<file path="config.mk">
export PLATFORM = sky130hd
export DESIGN_NAME = reset_clock_control
export DESIGN_NICKNAME = d
export VERILOG_FILES = /design/src/verilog/reset_clock_pkg.sv /design/src/verilog/delay_if.sv /design/src/verilog/delay_counter.sv /design/src/verilog/watchdog_timer.sv /design/src/verilog/reset_clock_control.sv
export SDC_FILE = /design/constraint.sdc
export NUM_CORES = 1
export LEC_CHECK = 0
export BUFFER_PORTS_ARGS = -buffer_cell sky130_fd_sc_hd__buf_4
export CAP_MARGIN = 0
export CORE_ASPECT_RATIO = 1.2
export CORE_MARGIN = 3
export CORE_UTILIZATION = 30
export CTS_BUF_LIST = sky130_fd_sc_hd__clkbuf_4 sky130_fd_sc_hd__clkbuf_8
export DETAILED_ROUTE_END_ITERATION = 10
export PLACE_DENSITY = 0.44
export SYNTH_ARGS = -nofsm -noshare
export SYNTH_HDL_FRONTEND = slang
export SYNTH_SLANG_ARGS = --single-unit
</file>
<file path="constraint.sdc">
create_clock -name clock -period 2.9 [get_ports clock]
set_input_delay 0.29 -clock clock [delete_from_list [all_inputs] [get_ports clock]]
set_output_delay 0.29 -clock clock [all_outputs]
set_load 0.005 [all_outputs]
</file>
<file path="src/verilog/reset_clock_pkg.sv">
// constants shared by the reset and clock source controller
// assumes a 25 MHz system clock and an 8-bit register port
package reset_clock_pkg;
    // register port geometry and addresses
    localparam int unsigned     REG_ADDR_WIDTH        = 8;
    localparam int unsigned     REG_DATA_WIDTH        = 8;
    localparam logic [7:0]      POWER_CONTROL_ADDR    = 8'h87;
    localparam logic [7:0]      WATCHDOG_RESTART_ADDR = 8'hA6;
    localparam logic [7:0]      WATCHDOG_CONTROL_ADDR = 8'hA7;

    // power control fields and reset value
    localparam int unsigned     COLD_START_BIT        = 4;
    localparam int unsigned     POWER_DOWN_BIT        = 1;
    localparam logic [7:0]      POWER_CONTROL_RESET   = 8'h00;
    localparam logic [7:0]      POWER_CONTROL_MASK    = 8'hEF;

    // watchdog control fields and reset value
    localparam int unsigned     WDT_ENABLE_BIT        = 0;
    localparam int unsigned     WDT_EXPIRED_BIT       = 1;
    localparam int unsigned     WDT_PRESCALE_LSB      = 5;
    localparam logic [2:0]      WDT_PRESCALE_RESET    = 3'h0;
    localparam logic [7:0]      WDT_RESTART_FIRST     = 8'h1E;
    localparam logic [7:0]      WDT_RESTART_SECOND    = 8'hE1;

    // timing: clock, start-up delays, watchdog
    localparam int unsigned     CLOCK_PERIOD_NS       = 40;
    localparam int unsigned     POR_DELAY_US          = 2000;
    localparam int unsigned     BOD_DELAY_US          = 2000;
    localparam int unsigned     POR_DELAY_CYCLES      =
        (POR_DELAY_US * 1000 + CLOCK_PERIOD_NS - 1) / CLOCK_PERIOD_NS;
    localparam int unsigned     BOD_DELAY_CYCLES      =
        (BOD_DELAY_US * 1000 + CLOCK_PERIOD_NS - 1) / CLOCK_PERIOD_NS;
    localparam int unsigned     WDT_BASE_CYCLES       = 16384;
    localparam logic [4:0]      WDT_PULSE_CYCLES      = 5'h10;
    localparam logic [15:0]     RESET_VECTOR          = 16'h0000;
    localparam int unsigned     DELAY_WIDTH           = 20;
    localparam int unsigned     WDT_WIDTH             = 24;

    // restart sequence tracker
    typedef enum logic [1:0] {
        RESTART_IDLE  = 2'b01,
        RESTART_ARMED = 2'b10
    } restart_state_t;
endpackage

</file>
<file path="src/verilog/delay_if.sv">
// hold/busy pair between the controller and one start-up delay counter
// assumes both ends share the system clock
`timescale 1ns/1ps
interface delay_if;
    logic hold;
    logic busy;
    modport owner   (output hold, input busy);
    modport counter (input hold, output busy);
endinterface

</file>
<file path="src/verilog/delay_counter.sv">
// start-up delay counter: busy while held and for LIMIT cycles after
// assumes hold is synchronous to clock
`timescale 1ns/1ps
module delay_counter #(
    parameter int unsigned LIMIT      = 1,
    parameter bit          START_BUSY = 1'b1
) (
    input  wire logic clock,
    input  wire logic ce,
    input  wire logic nrst,
    delay_if.counter  link
);
    import reset_clock_pkg::*;

    logic [DELAY_WIDTH-1:0] count;
    logic                   busy_q;
    wire                    last_w = (count == DELAY_WIDTH'(LIMIT - 1));

    // restart on every hold, release after the full count
    always_ff @(posedge clock)
    begin
        if (!nrst)
        begin
            count  <= '0;
            busy_q <= START_BUSY;
        end
        else if (ce)
        begin
            if (link.hold)
            begin
                count  <= '0;
                busy_q <= 1'b1;
            end
            else if (busy_q)
            begin
                count  <= count + 1'b1;
                busy_q <= !last_w;
            end
        end
    end

    assign link.busy = busy_q;

    // hold forces busy, and busy stands while counting
    property p_hold_busy;
        @(posedge clock) disable iff (!nrst || !ce)
        link.hold |=> link.busy;
    endproperty
    a_hold_busy: assert property (p_hold_busy) else $error("delay not busy after hold");
endmodule

</file>
<file path="src/verilog/watchdog_timer.sv">
// watchdog counter with 1EH/E1H restart sequence and one-cycle expiry pulse
// assumes nrst also carries the controller's internal reset
`timescale 1ns/1ps
module watchdog_timer #(
    parameter int unsigned BASE_CYCLES = reset_clock_pkg::WDT_BASE_CYCLES
) (
    input  wire logic       clock,
    input  wire logic       ce,
    input  wire logic       nrst,
    input  wire logic       enable,
    input  wire logic [2:0] prescale,
    input  wire logic       restart_wr,
    input  wire logic [7:0] restart_data,
    output logic            expire
);
    import reset_clock_pkg::*;

    restart_state_t         state;
    restart_state_t         next_state;
    logic [WDT_WIDTH-1:0]   count;

    // restart only on the second byte right after the first
    wire kick_w = restart_wr && (state == RESTART_ARMED)
                  && (restart_data == WDT_RESTART_SECOND);
    wire [WDT_WIDTH-1:0] last_w = (WDT_WIDTH'(BASE_CYCLES) << prescale) - 1'b1;
    wire at_end_w = (count == last_w);

    // any other write breaks the sequence
    always_comb
    begin
        next_state = state;
        unique case (state)
            RESTART_IDLE,
            RESTART_ARMED:
                if (restart_wr)
                    next_state = (restart_data == WDT_RESTART_FIRST)
                                 ? RESTART_ARMED : RESTART_IDLE;
            default:
                next_state = RESTART_IDLE;
        endcase
    end

    // counts one per clock; a restart beats a same-cycle expiry
    always_ff @(posedge clock)
    begin
        if (!nrst)
        begin
            state  <= RESTART_IDLE;
            count  <= '0;
            expire <= 1'b0;
        end
        else if (ce)
        begin
            state  <= next_state;
            expire <= enable && at_end_w && !kick_w;
            count  <= (!enable || kick_w || at_end_w) ? '0 : count + 1'b1;
        end
    end

    property p_kick_clears;
        @(posedge clock) disable iff (!nrst || !ce)
        (kick_w && enable) |=> (count == '0) && !expire;
    endproperty
    a_kick_clears: assert property (p_kick_clears) else $error("restart did not clear");

    property p_disabled_quiet;
        @(posedge clock) disable iff (!nrst || !ce)
        !enable |=> !expire;
    endproperty
    a_disabled_quiet: assert property (p_disabled_quiet) else $error("expiry while off");
endmodule

</file>
<file path="src/verilog/reset_clock_control.sv">
// reset and system clock source controller of a small 8-bit microcontroller
// assumes all pins synchronous to clock; registers on an 8-bit strobe port
// Function
// during reset load initial values, tri-state ports; restart fetch at 0000H.
// only four reset causes: supply-up, undervoltage, external pin, watchdog.
// after supply rises, hold reset for the supply-up delay count.
// supply falling below threshold reasserts reset at once.
// supply-up reset sets the cold-start flag.
// undervoltage enters reset at once, no counter.
// undervoltage clearing starts its own delay; release after it expires.
// external reset valid only after two consecutive high samples.
// in-system programming only while external reset high and fuse set.
// watchdog expiry gives an internal reset of exactly 16 cycles.
// watchdog reset sets the watchdog expired flag.
// software writes 1EH then E1H to the restart port in time.
// every reset clears watchdog enable; expiry only while enabled.
// CPU clock taken straight from the selected source, undivided.
// bypass fuse disables the amplifier and uses the input pin.
// clock-out fuse drives the clock on port 3 bit 7; one in power-down.
// cold-start flag writable, untouched by warm resets.
// internal reset is the OR of all sources, held until the last clears.
`timescale 1ns/1ps
module reset_clock_control #(
    parameter int unsigned POR_CYCLES  = reset_clock_pkg::POR_DELAY_CYCLES,
    parameter int unsigned BOD_CYCLES  = reset_clock_pkg::BOD_DELAY_CYCLES,
    parameter int unsigned WDT_CYCLES  = reset_clock_pkg::WDT_BASE_CYCLES
) (
    input  wire logic                                   clock,
    input  wire logic                                   ce,
    input  wire logic                                   nrst,
    input  wire logic                                   supply_ok,
    input  wire logic                                   undervoltage_detector,
    input  wire logic                                   ext_reset,
    input  wire logic                                   isp_fuse,
    input  wire logic                                   osc_bypass_fuse,
    input  wire logic                                   clock_out_fuse,
    input  wire logic                                   oscillator_input_pin,
    input  wire logic [reset_clock_pkg::REG_ADDR_WIDTH-1:0] addr,
    input  wire logic [reset_clock_pkg::REG_DATA_WIDTH-1:0] wdata,
    input  wire logic                                   wr,
    input  wire logic                                   rd,
    output logic [reset_clock_pkg::REG_DATA_WIDTH-1:0]  rdata,
    output logic                                        cpu_reset,
    output logic                                        port_tristate,
    output logic                                        fetch_start,
    output logic [15:0]                                 reset_vector,
    output logic                                        in_system_programming,
    output logic                                        osc_amp_enable,
    output logic                                        oscillator_output_pin,
    output logic                                        oscillator_output_pin_oe,
    output logic                                        cpu_clock_level,
    output logic                                        port3_bit7_clock_out,
    output logic                                        port3_bit7_clock_out_oe,
    output logic                                        cold_start_flag,
    output logic                                        watchdog_expired_flag,
    output logic                                        power_down
);
    import reset_clock_pkg::*;

    logic [7:0] power_control_reg;   // cold-start bit kept apart
    logic       wdt_enable;
    logic [2:0] wdt_prescale;
    logic       wdt_expire;
    logic [4:0] wdt_left;
    logic       ext_prev;
    logic       ext_hit;

    delay_if por_link ();
    delay_if bod_link ();

    // register port decode
    wire power_control_reg_wr_w   = wr && (addr == POWER_CONTROL_ADDR);
    wire watchdog_control_reg_wr_w = wr && (addr == WATCHDOG_CONTROL_ADDR);
    wire restart_w   = wr && (addr == WATCHDOG_RESTART_ADDR);
    wire wdt_nrst_w  = nrst && !(ce && cpu_reset);

    // read selection; the restart port is write-only and reads zero
    wire [7:0] power_control_reg_view_w = {power_control_reg[7:5], cold_start_flag,
                              power_control_reg[3:0]};
    wire [7:0] watchdog_control_reg_view_w = {wdt_prescale, 3'h0, watchdog_expired_flag, wdt_enable};
    wire [7:0] read_mux_w = (addr == POWER_CONTROL_ADDR)    ? power_control_reg_view_w
                          : (addr == WATCHDOG_CONTROL_ADDR) ? watchdog_control_reg_view_w
                          : 8'h00;

    // supply-up and undervoltage delays each own a counter
    assign por_link.hold = !supply_ok;
    assign bod_link.hold = undervoltage_detector;

    delay_counter #(
        .LIMIT      (POR_CYCLES),
        .START_BUSY (1'b1)
    ) u_por_delay (
        .clock (clock),
        .ce    (ce),
        .nrst  (nrst),
        .link  (por_link)
    );

    delay_counter #(
        .LIMIT      (BOD_CYCLES),
        .START_BUSY (1'b0)
    ) u_bod_delay (
        .clock (clock),
        .ce    (ce),
        .nrst  (nrst),
        .link  (bod_link)
    );

    watchdog_timer #(
        .BASE_CYCLES (WDT_CYCLES)
    ) u_watchdog (
        .clock        (clock),
        .ce           (ce),
        .nrst         (wdt_nrst_w),
        .enable       (wdt_enable),
        .prescale     (wdt_prescale),
        .restart_wr   (restart_w),
        .restart_data (wdata),
        .expire       (wdt_expire)
    );

    // the four causes, combined; a detector edge reaches the pin next cycle
    wire wdt_active_w = (wdt_left != 5'h00);
    wire next_reset = !supply_ok || por_link.busy
                    || undervoltage_detector || bod_link.busy
                    || ext_hit || wdt_active_w;

    // clock source: amplifier inverts the input pin unless bypassed
    wire sel_level_w = osc_bypass_fuse ? oscillator_input_pin
                                       : !oscillator_input_pin;

    // external pin filter: two high samples in a row
    always_ff @(posedge clock)
    begin
        if (!nrst)
        begin
            ext_prev <= 1'b0;
            ext_hit  <= 1'b0;
        end
        else if (ce)
        begin
            ext_prev <= ext_reset;
            ext_hit  <= ext_reset && ext_prev;
        end
    end

    // watchdog reset pulse length, reloaded on expiry
    always_ff @(posedge clock)
    begin
        if (!nrst)
            wdt_left <= 5'h00;
        else if (ce)
            wdt_left <= wdt_expire ? WDT_PULSE_CYCLES
                      : wdt_active_w ? wdt_left - 5'h01 : 5'h00;
    end

    // internal reset and its effect on the core
    always_ff @(posedge clock)
    begin
        if (!nrst)
        begin
            cpu_reset     <= 1'b1;
            port_tristate <= 1'b1;
            fetch_start   <= 1'b0;
            reset_vector  <= RESET_VECTOR;
        end
        else if (ce)
        begin
            cpu_reset     <= next_reset;
            port_tristate <= next_reset;
            fetch_start   <= cpu_reset && !next_reset;
            reset_vector  <= RESET_VECTOR;
        end
    end

    // power control; cleared by every reset except the cold-start bit
    always_ff @(posedge clock)
    begin
        if (!nrst || (ce && cpu_reset))
            power_control_reg <= POWER_CONTROL_RESET;
        else if (ce && power_control_reg_wr_w)
            power_control_reg <= wdata & POWER_CONTROL_MASK;
    end

    // cold-start flag: supply loss sets it and wins over a write
    always_ff @(posedge clock)
    begin
        if (!nrst)
            cold_start_flag <= 1'b1;
        else if (ce)
            cold_start_flag <= !supply_ok
                || (power_control_reg_wr_w ? wdata[COLD_START_BIT] : cold_start_flag);
    end

    // watchdog control; enable cleared by any reset
    always_ff @(posedge clock)
    begin
        if (!nrst || (ce && cpu_reset))
        begin
            wdt_enable   <= 1'b0;
            wdt_prescale <= WDT_PRESCALE_RESET;
        end
        else if (ce && watchdog_control_reg_wr_w)
        begin
            wdt_enable   <= wdata[WDT_ENABLE_BIT];
            wdt_prescale <= wdata[WDT_PRESCALE_LSB +: 3];
        end
    end

    // expired flag survives the reset it causes; set wins over a clear
    always_ff @(posedge clock)
    begin
        if (!nrst)
            watchdog_expired_flag <= 1'b0;
        else if (ce)
            watchdog_expired_flag <= wdt_expire
                || (watchdog_control_reg_wr_w ? wdata[WDT_EXPIRED_BIT] : watchdog_expired_flag);
    end

    // read data stands only in the cycle after the strobe
    always_ff @(posedge clock)
    begin
        if (!nrst)
            rdata <= 8'h00;
        else if (ce)
            rdata <= rd ? read_mux_w : 8'h00;
    end

    // clock outputs registered; level copies, so no division anywhere
    always_ff @(posedge clock)
    begin
        if (!nrst)
        begin
            in_system_programming    <= 1'b0;
            osc_amp_enable           <= 1'b0;
            oscillator_output_pin    <= 1'b0;
            oscillator_output_pin_oe <= 1'b0;
            cpu_clock_level          <= 1'b0;
            port3_bit7_clock_out     <= 1'b1;
            port3_bit7_clock_out_oe  <= 1'b0;
            power_down               <= 1'b0;
        end
        else if (ce)
        begin
            in_system_programming    <= ext_reset && isp_fuse;
            osc_amp_enable           <= !osc_bypass_fuse;
            oscillator_output_pin    <= !oscillator_input_pin;
            oscillator_output_pin_oe <= !osc_bypass_fuse;
            cpu_clock_level          <= sel_level_w;
            power_down               <= power_control_reg[POWER_DOWN_BIT];
            port3_bit7_clock_out     <= power_control_reg[POWER_DOWN_BIT]
                                        || sel_level_w;
            port3_bit7_clock_out_oe  <= clock_out_fuse && !next_reset;
        end
    end

    // checks on the combined reset, in-system programming and the clock-out pin
    property p_supply_drop;
        @(posedge clock) disable iff (!nrst || !ce)
        !supply_ok |=> cpu_reset && cold_start_flag;
    endproperty
    a_supply_drop: assert property (p_supply_drop) else $error("supply drop missed");

    property p_undervoltage;
        @(posedge clock) disable iff (!nrst || !ce)
        undervoltage_detector |=> cpu_reset ##1 cpu_reset;
    endproperty
    a_undervoltage: assert property (p_undervoltage) else $error("undervoltage missed");

    property p_ext_two;
        @(posedge clock) disable iff (!nrst || !ce)
        (ext_reset ##1 ext_reset) |=> ##1 cpu_reset;
    endproperty
    a_ext_two: assert property (p_ext_two) else $error("external reset missed");

    property p_wdt_pulse;
        @(posedge clock) disable iff (!nrst || !ce)
        $rose(wdt_active_w) |-> ##15 wdt_active_w ##1 !wdt_active_w;
    endproperty
    a_wdt_pulse: assert property (p_wdt_pulse) else $error("watchdog pulse length");

    property p_wdt_flag;
        @(posedge clock) disable iff (!nrst || !ce)
        wdt_expire |=> watchdog_expired_flag ##1 cpu_reset;
    endproperty
    a_wdt_flag: assert property (p_wdt_flag) else $error("watchdog flag not set");

    property p_enable_cleared;
        @(posedge clock) disable iff (!nrst || !ce)
        cpu_reset |=> !wdt_enable;
    endproperty
    a_enable_cleared: assert property (p_enable_cleared) else $error("enable kept");

    property p_isp;
        @(posedge clock) disable iff (!nrst || !ce)
        in_system_programming |-> $past(ext_reset) && $past(isp_fuse);
    endproperty
    a_isp: assert property (p_isp) else $error("programming without pin");

    property p_clock_out_pd;
        @(posedge clock) disable iff (!nrst || !ce)
        power_control_reg[POWER_DOWN_BIT] |=> port3_bit7_clock_out;
    endproperty
    a_clock_out_pd: assert property (p_clock_out_pd) else $error("clock out not high");

    property p_release_fetch;
        @(posedge clock) disable iff (!nrst || !ce)
        $fell(cpu_reset) |-> fetch_start && (reset_vector == RESET_VECTOR);
    endproperty
    a_release_fetch: assert property (p_release_fetch) else $error("no fetch");

    property p_tristate;
        @(posedge clock) disable iff (!nrst || !ce)
        cpu_reset |-> port_tristate && !port3_bit7_clock_out_oe;
    endproperty
    a_tristate: assert property (p_tristate) else $error("port driven in reset");

    c_wdt_reset: cover property (@(posedge clock) disable iff (!nrst) wdt_expire);
    c_ext_reset: cover property (@(posedge clock) disable iff (!nrst) $rose(ext_hit));
    c_bod_reset: cover property (@(posedge clock) disable iff (!nrst) $fell(bod_link.busy));
    c_release:   cover property (@(posedge clock) disable iff (!nrst) fetch_start);
endmodule

</file>
==> results_dict.tcl <==
set metrics [dict create \
    p_seq_frac 0.549 \
    grt_pass1_wl_um 20600 \
    min-delay-start "wdata[4]" \
    ys_seq_area_frac 0.394 \
    synth-main-ff-cell "dfxtp_1" \
    vias 4254 \
    power.share.clock 0.338 \
    rows 53 \
    crit_required_ns 3.14 \
    cts.clk_slew.worst_paths_ns 0.10 \
    fp.coreArea_um2 17600 \
    worst_hold_path_type "in2reg" \
    internal_power_mw 2.05 \
    syn-instance-count 597 \
    min_to "cold_start_flag" \
    period_share 0.869 \
    htree_levels 3 \
    status "finished, final reports clean" \
    synth_area_um2 5390 \
    end_kind "flip-flop" \
    skew_ns 0.0142 \
    grt_max_degree 41 \
    overflow 0 \
    final_common_cell "dfxtp_1" \
    ys_seq_elements 106 \
    final_area_um2 6050 \
    ys_warn_count 0 \
    p_leak_nw 2.07 \
    die_width_um 128 \
    ys_types 64 \
    pin_count 65 \
    die_h_um 153 \
    critPathKind "reg2reg" \
    cts_buffers 9 \
    worst_hold_slack_ns 0.143 \
    num_antenna_cells 0 \
    finalNetCount 666 \
    drv_slew 0 \
    drtIter0Drc 262 \
    tightest_slew_ns 0.723 \
    critical_path.max_fanout 22 \
    grt_use_total 0.128 \
    avgSynthCellArea_um2 9.02 \
    clk_latency_ns 0.38 \
    ir_drop_mv 0.194 \
    async_reset_ff_frac 0 \
    die_area_um2 19600 \
    setup_violations 0 \
    grt_pass1_vias 4116 \
    place.gp.congestion 0.790 \
    cts_resized 0 \
    clock_tree.root_cell "clkbuf_8" \
    port-buffer-count 48 \
    cts_buffer_depth 2 \
    drc 0 \
    synth_edf_count 0 \
    min_path_cells 2 \
    r2r_setup_slack_ns 0.38 \
    reg2reg_from "wdt_prescale[0]" \
    switching_share 0.259 \
    postCtsHoldBufs 0 \
    cts_setup_buffers 0 \
    rsz0062_at_grt "no" \
    ant_nets 0 \
    rr_worst_depth 7 \
    routed_wl_um 12300 \
    powerDensity_nw_per_um2 457 \
    largest_reg_flops 24 \
    drv_cap 0 \
    dpl-instance-area_um2 5860 \
    wl_per_cell_um 14.4 \
    fmax_mhz 397 \
    period_minus_slack_ns 2.52 \
    power_switching_mw 0.716 \
    r2r_end "u_watchdog.count[8]" \
    via_per_inst 4.98 \
    drive_above_1_share 0.167 \
    mostFrequentLayoutCells "dfxtp_1 (106), nor2_1 (57), buf_4 (54)" \
    worst_slack_ns 0.380 \
    cts_tree "built" \
    dp_worst_setup_slack_ns 0.405 \
    reg_top3 "u_watchdog.count: 24 flops, u_bod_delay.count: 20 flops, u_por_delay.count: 20 flops" \
    regMostFlops "u_watchdog.count" \
    antenna_found_initial 0 \
    startpoint_type "flip-flop" \
    fillers 1846 \
    slew-limit-headroom 0.517 \
    hpwl_um 8740 \
    hold_viol_final 0 \
    area_growth_pct 12.4 \
    dr.pass1.iters 4 \
    tns_ns 0 \
    initial_core_util 0.306 \
    crit_arrival_ns 2.76 \
    clkSinkCount 106 \
    combPwrFrac 0.113 \
]
==> per-stage QoR <==
| step | total power [mW] | cells | util |
|---|---|---|---|
| after floorplan | 1.78 | 612 | - |
| after global placement | 1.86 | 841 | 0.334 |
| after detailed placement | 1.87 | 841 | 0.334 |
| after CTS | 2.82 | 855 | 0.344 |
| after global routing | 2.91 | 855 | 0.344 |
| final | 2.76 | 855 | 0.344 |
==> power groups by stage <==
stage / Combinational (mW) / Clock, mW / Sequential (mW)
after floorplan: 0.232 / 0 / 1.55
after global routing: 0.359 / 1.03 / 1.53
after global placement: 0.310 / 0 / 1.55
after CTS: 0.316 / 0.986 / 1.52
after detailed placement: 0.316 / 0 / 1.55
final: 0.311 / 0.934 / 1.52
==> worst max-delay path by stage <==
stage               startpoint                   end  slack (ns)  cells past startpoint
2_1_floorplan  wdt_prescale[0]  u_watchdog.count[10]        0.51                      8
3_3_place_gp   wdt_prescale[0]   u_watchdog.count[3]        0.46                      7
3_5_place_dp   wdt_prescale[0]  u_watchdog.count[12]        0.41                      7
4_1_cts        wdt_prescale[0]   u_watchdog.count[8]        0.37                      7
5_1_grt        wdt_prescale[0]   u_watchdog.count[3]        0.27                      7
6_report       wdt_prescale[0]   u_watchdog.count[8]        0.38                      7
==> layout make-up <==
type | count | area (um2) | area share
Sequential cell | 106 | 2120 | 0.351
Clock buffer | 10 | 138 | 0.0227
Tap cell | 220 | 275 | 0.0455
Timing Repair Buffer | 55 | 425 | 0.0703
Clock inverter | 4 | 51.3 | 0.00848
Inverter | 18 | 67.6 | 0.0112
Multi-Input combinational cell | 442 | 2970 | 0.491
==> cell usage after synthesis (17+ instances only) <==
master	instances	area [um2]
a211oi_2	20	250
buf_4	21	158
clkbuf_1	17	63.8
dfxtp_1	106	2120
inv_1	18	67.6
mux2i_1	22	220
nand2_1	39	146
nand3_1	22	110
nand4_1	21	131
nor2_1	57	214
nor2b_1	21	131
xnor2_1	42	368
==> routing by layer <==
| layer | part of all wire | wire, um | global-route usage | vias up |
|---|---|---|---|---|
| met5 | 0 | 0 | 0 | - |
| met4 | 0.019 | 230 | 0.0536 | 0 |
| met3 | 0.022 | 265 | 0.0179 | 15 |
| met2 | 0.50 | 6190 | 0.220 | 46 |
| met1 | 0.46 | 5620 | 0.160 | 2040 |
| li1 | - | - | - | 2153 |
==> cell families after synthesis <==
| family | Yosys count | synth area share |
|---|---|---|
| and+or+nand+nor | 253 | 0.260 |
| DFF | 106 | 0.394 |
| AOI/OAI and AO/OA | 88 | 0.132 |
| buffers and inverters | 64 | 0.0644 |
| xor gates and xnor gates | 56 | 0.0911 |
| muxes | 23 | 0.0430 |
| adders and majority gates | 6 | 0.0139 |
| other | 1 | 0.000696 |
==> worst max-delay path, cell delays in order, from the launching register on <==
cell,delay (ns)
dfxtp_1,0.41
or3_4,0.43
ha_1,0.28
or4_1,0.49
o211a_2,0.15
o31ai_4,0.28
buf_12,0.23
a211oi_2,0.09
No activity file was read; power rests on OpenSTA's default activity.
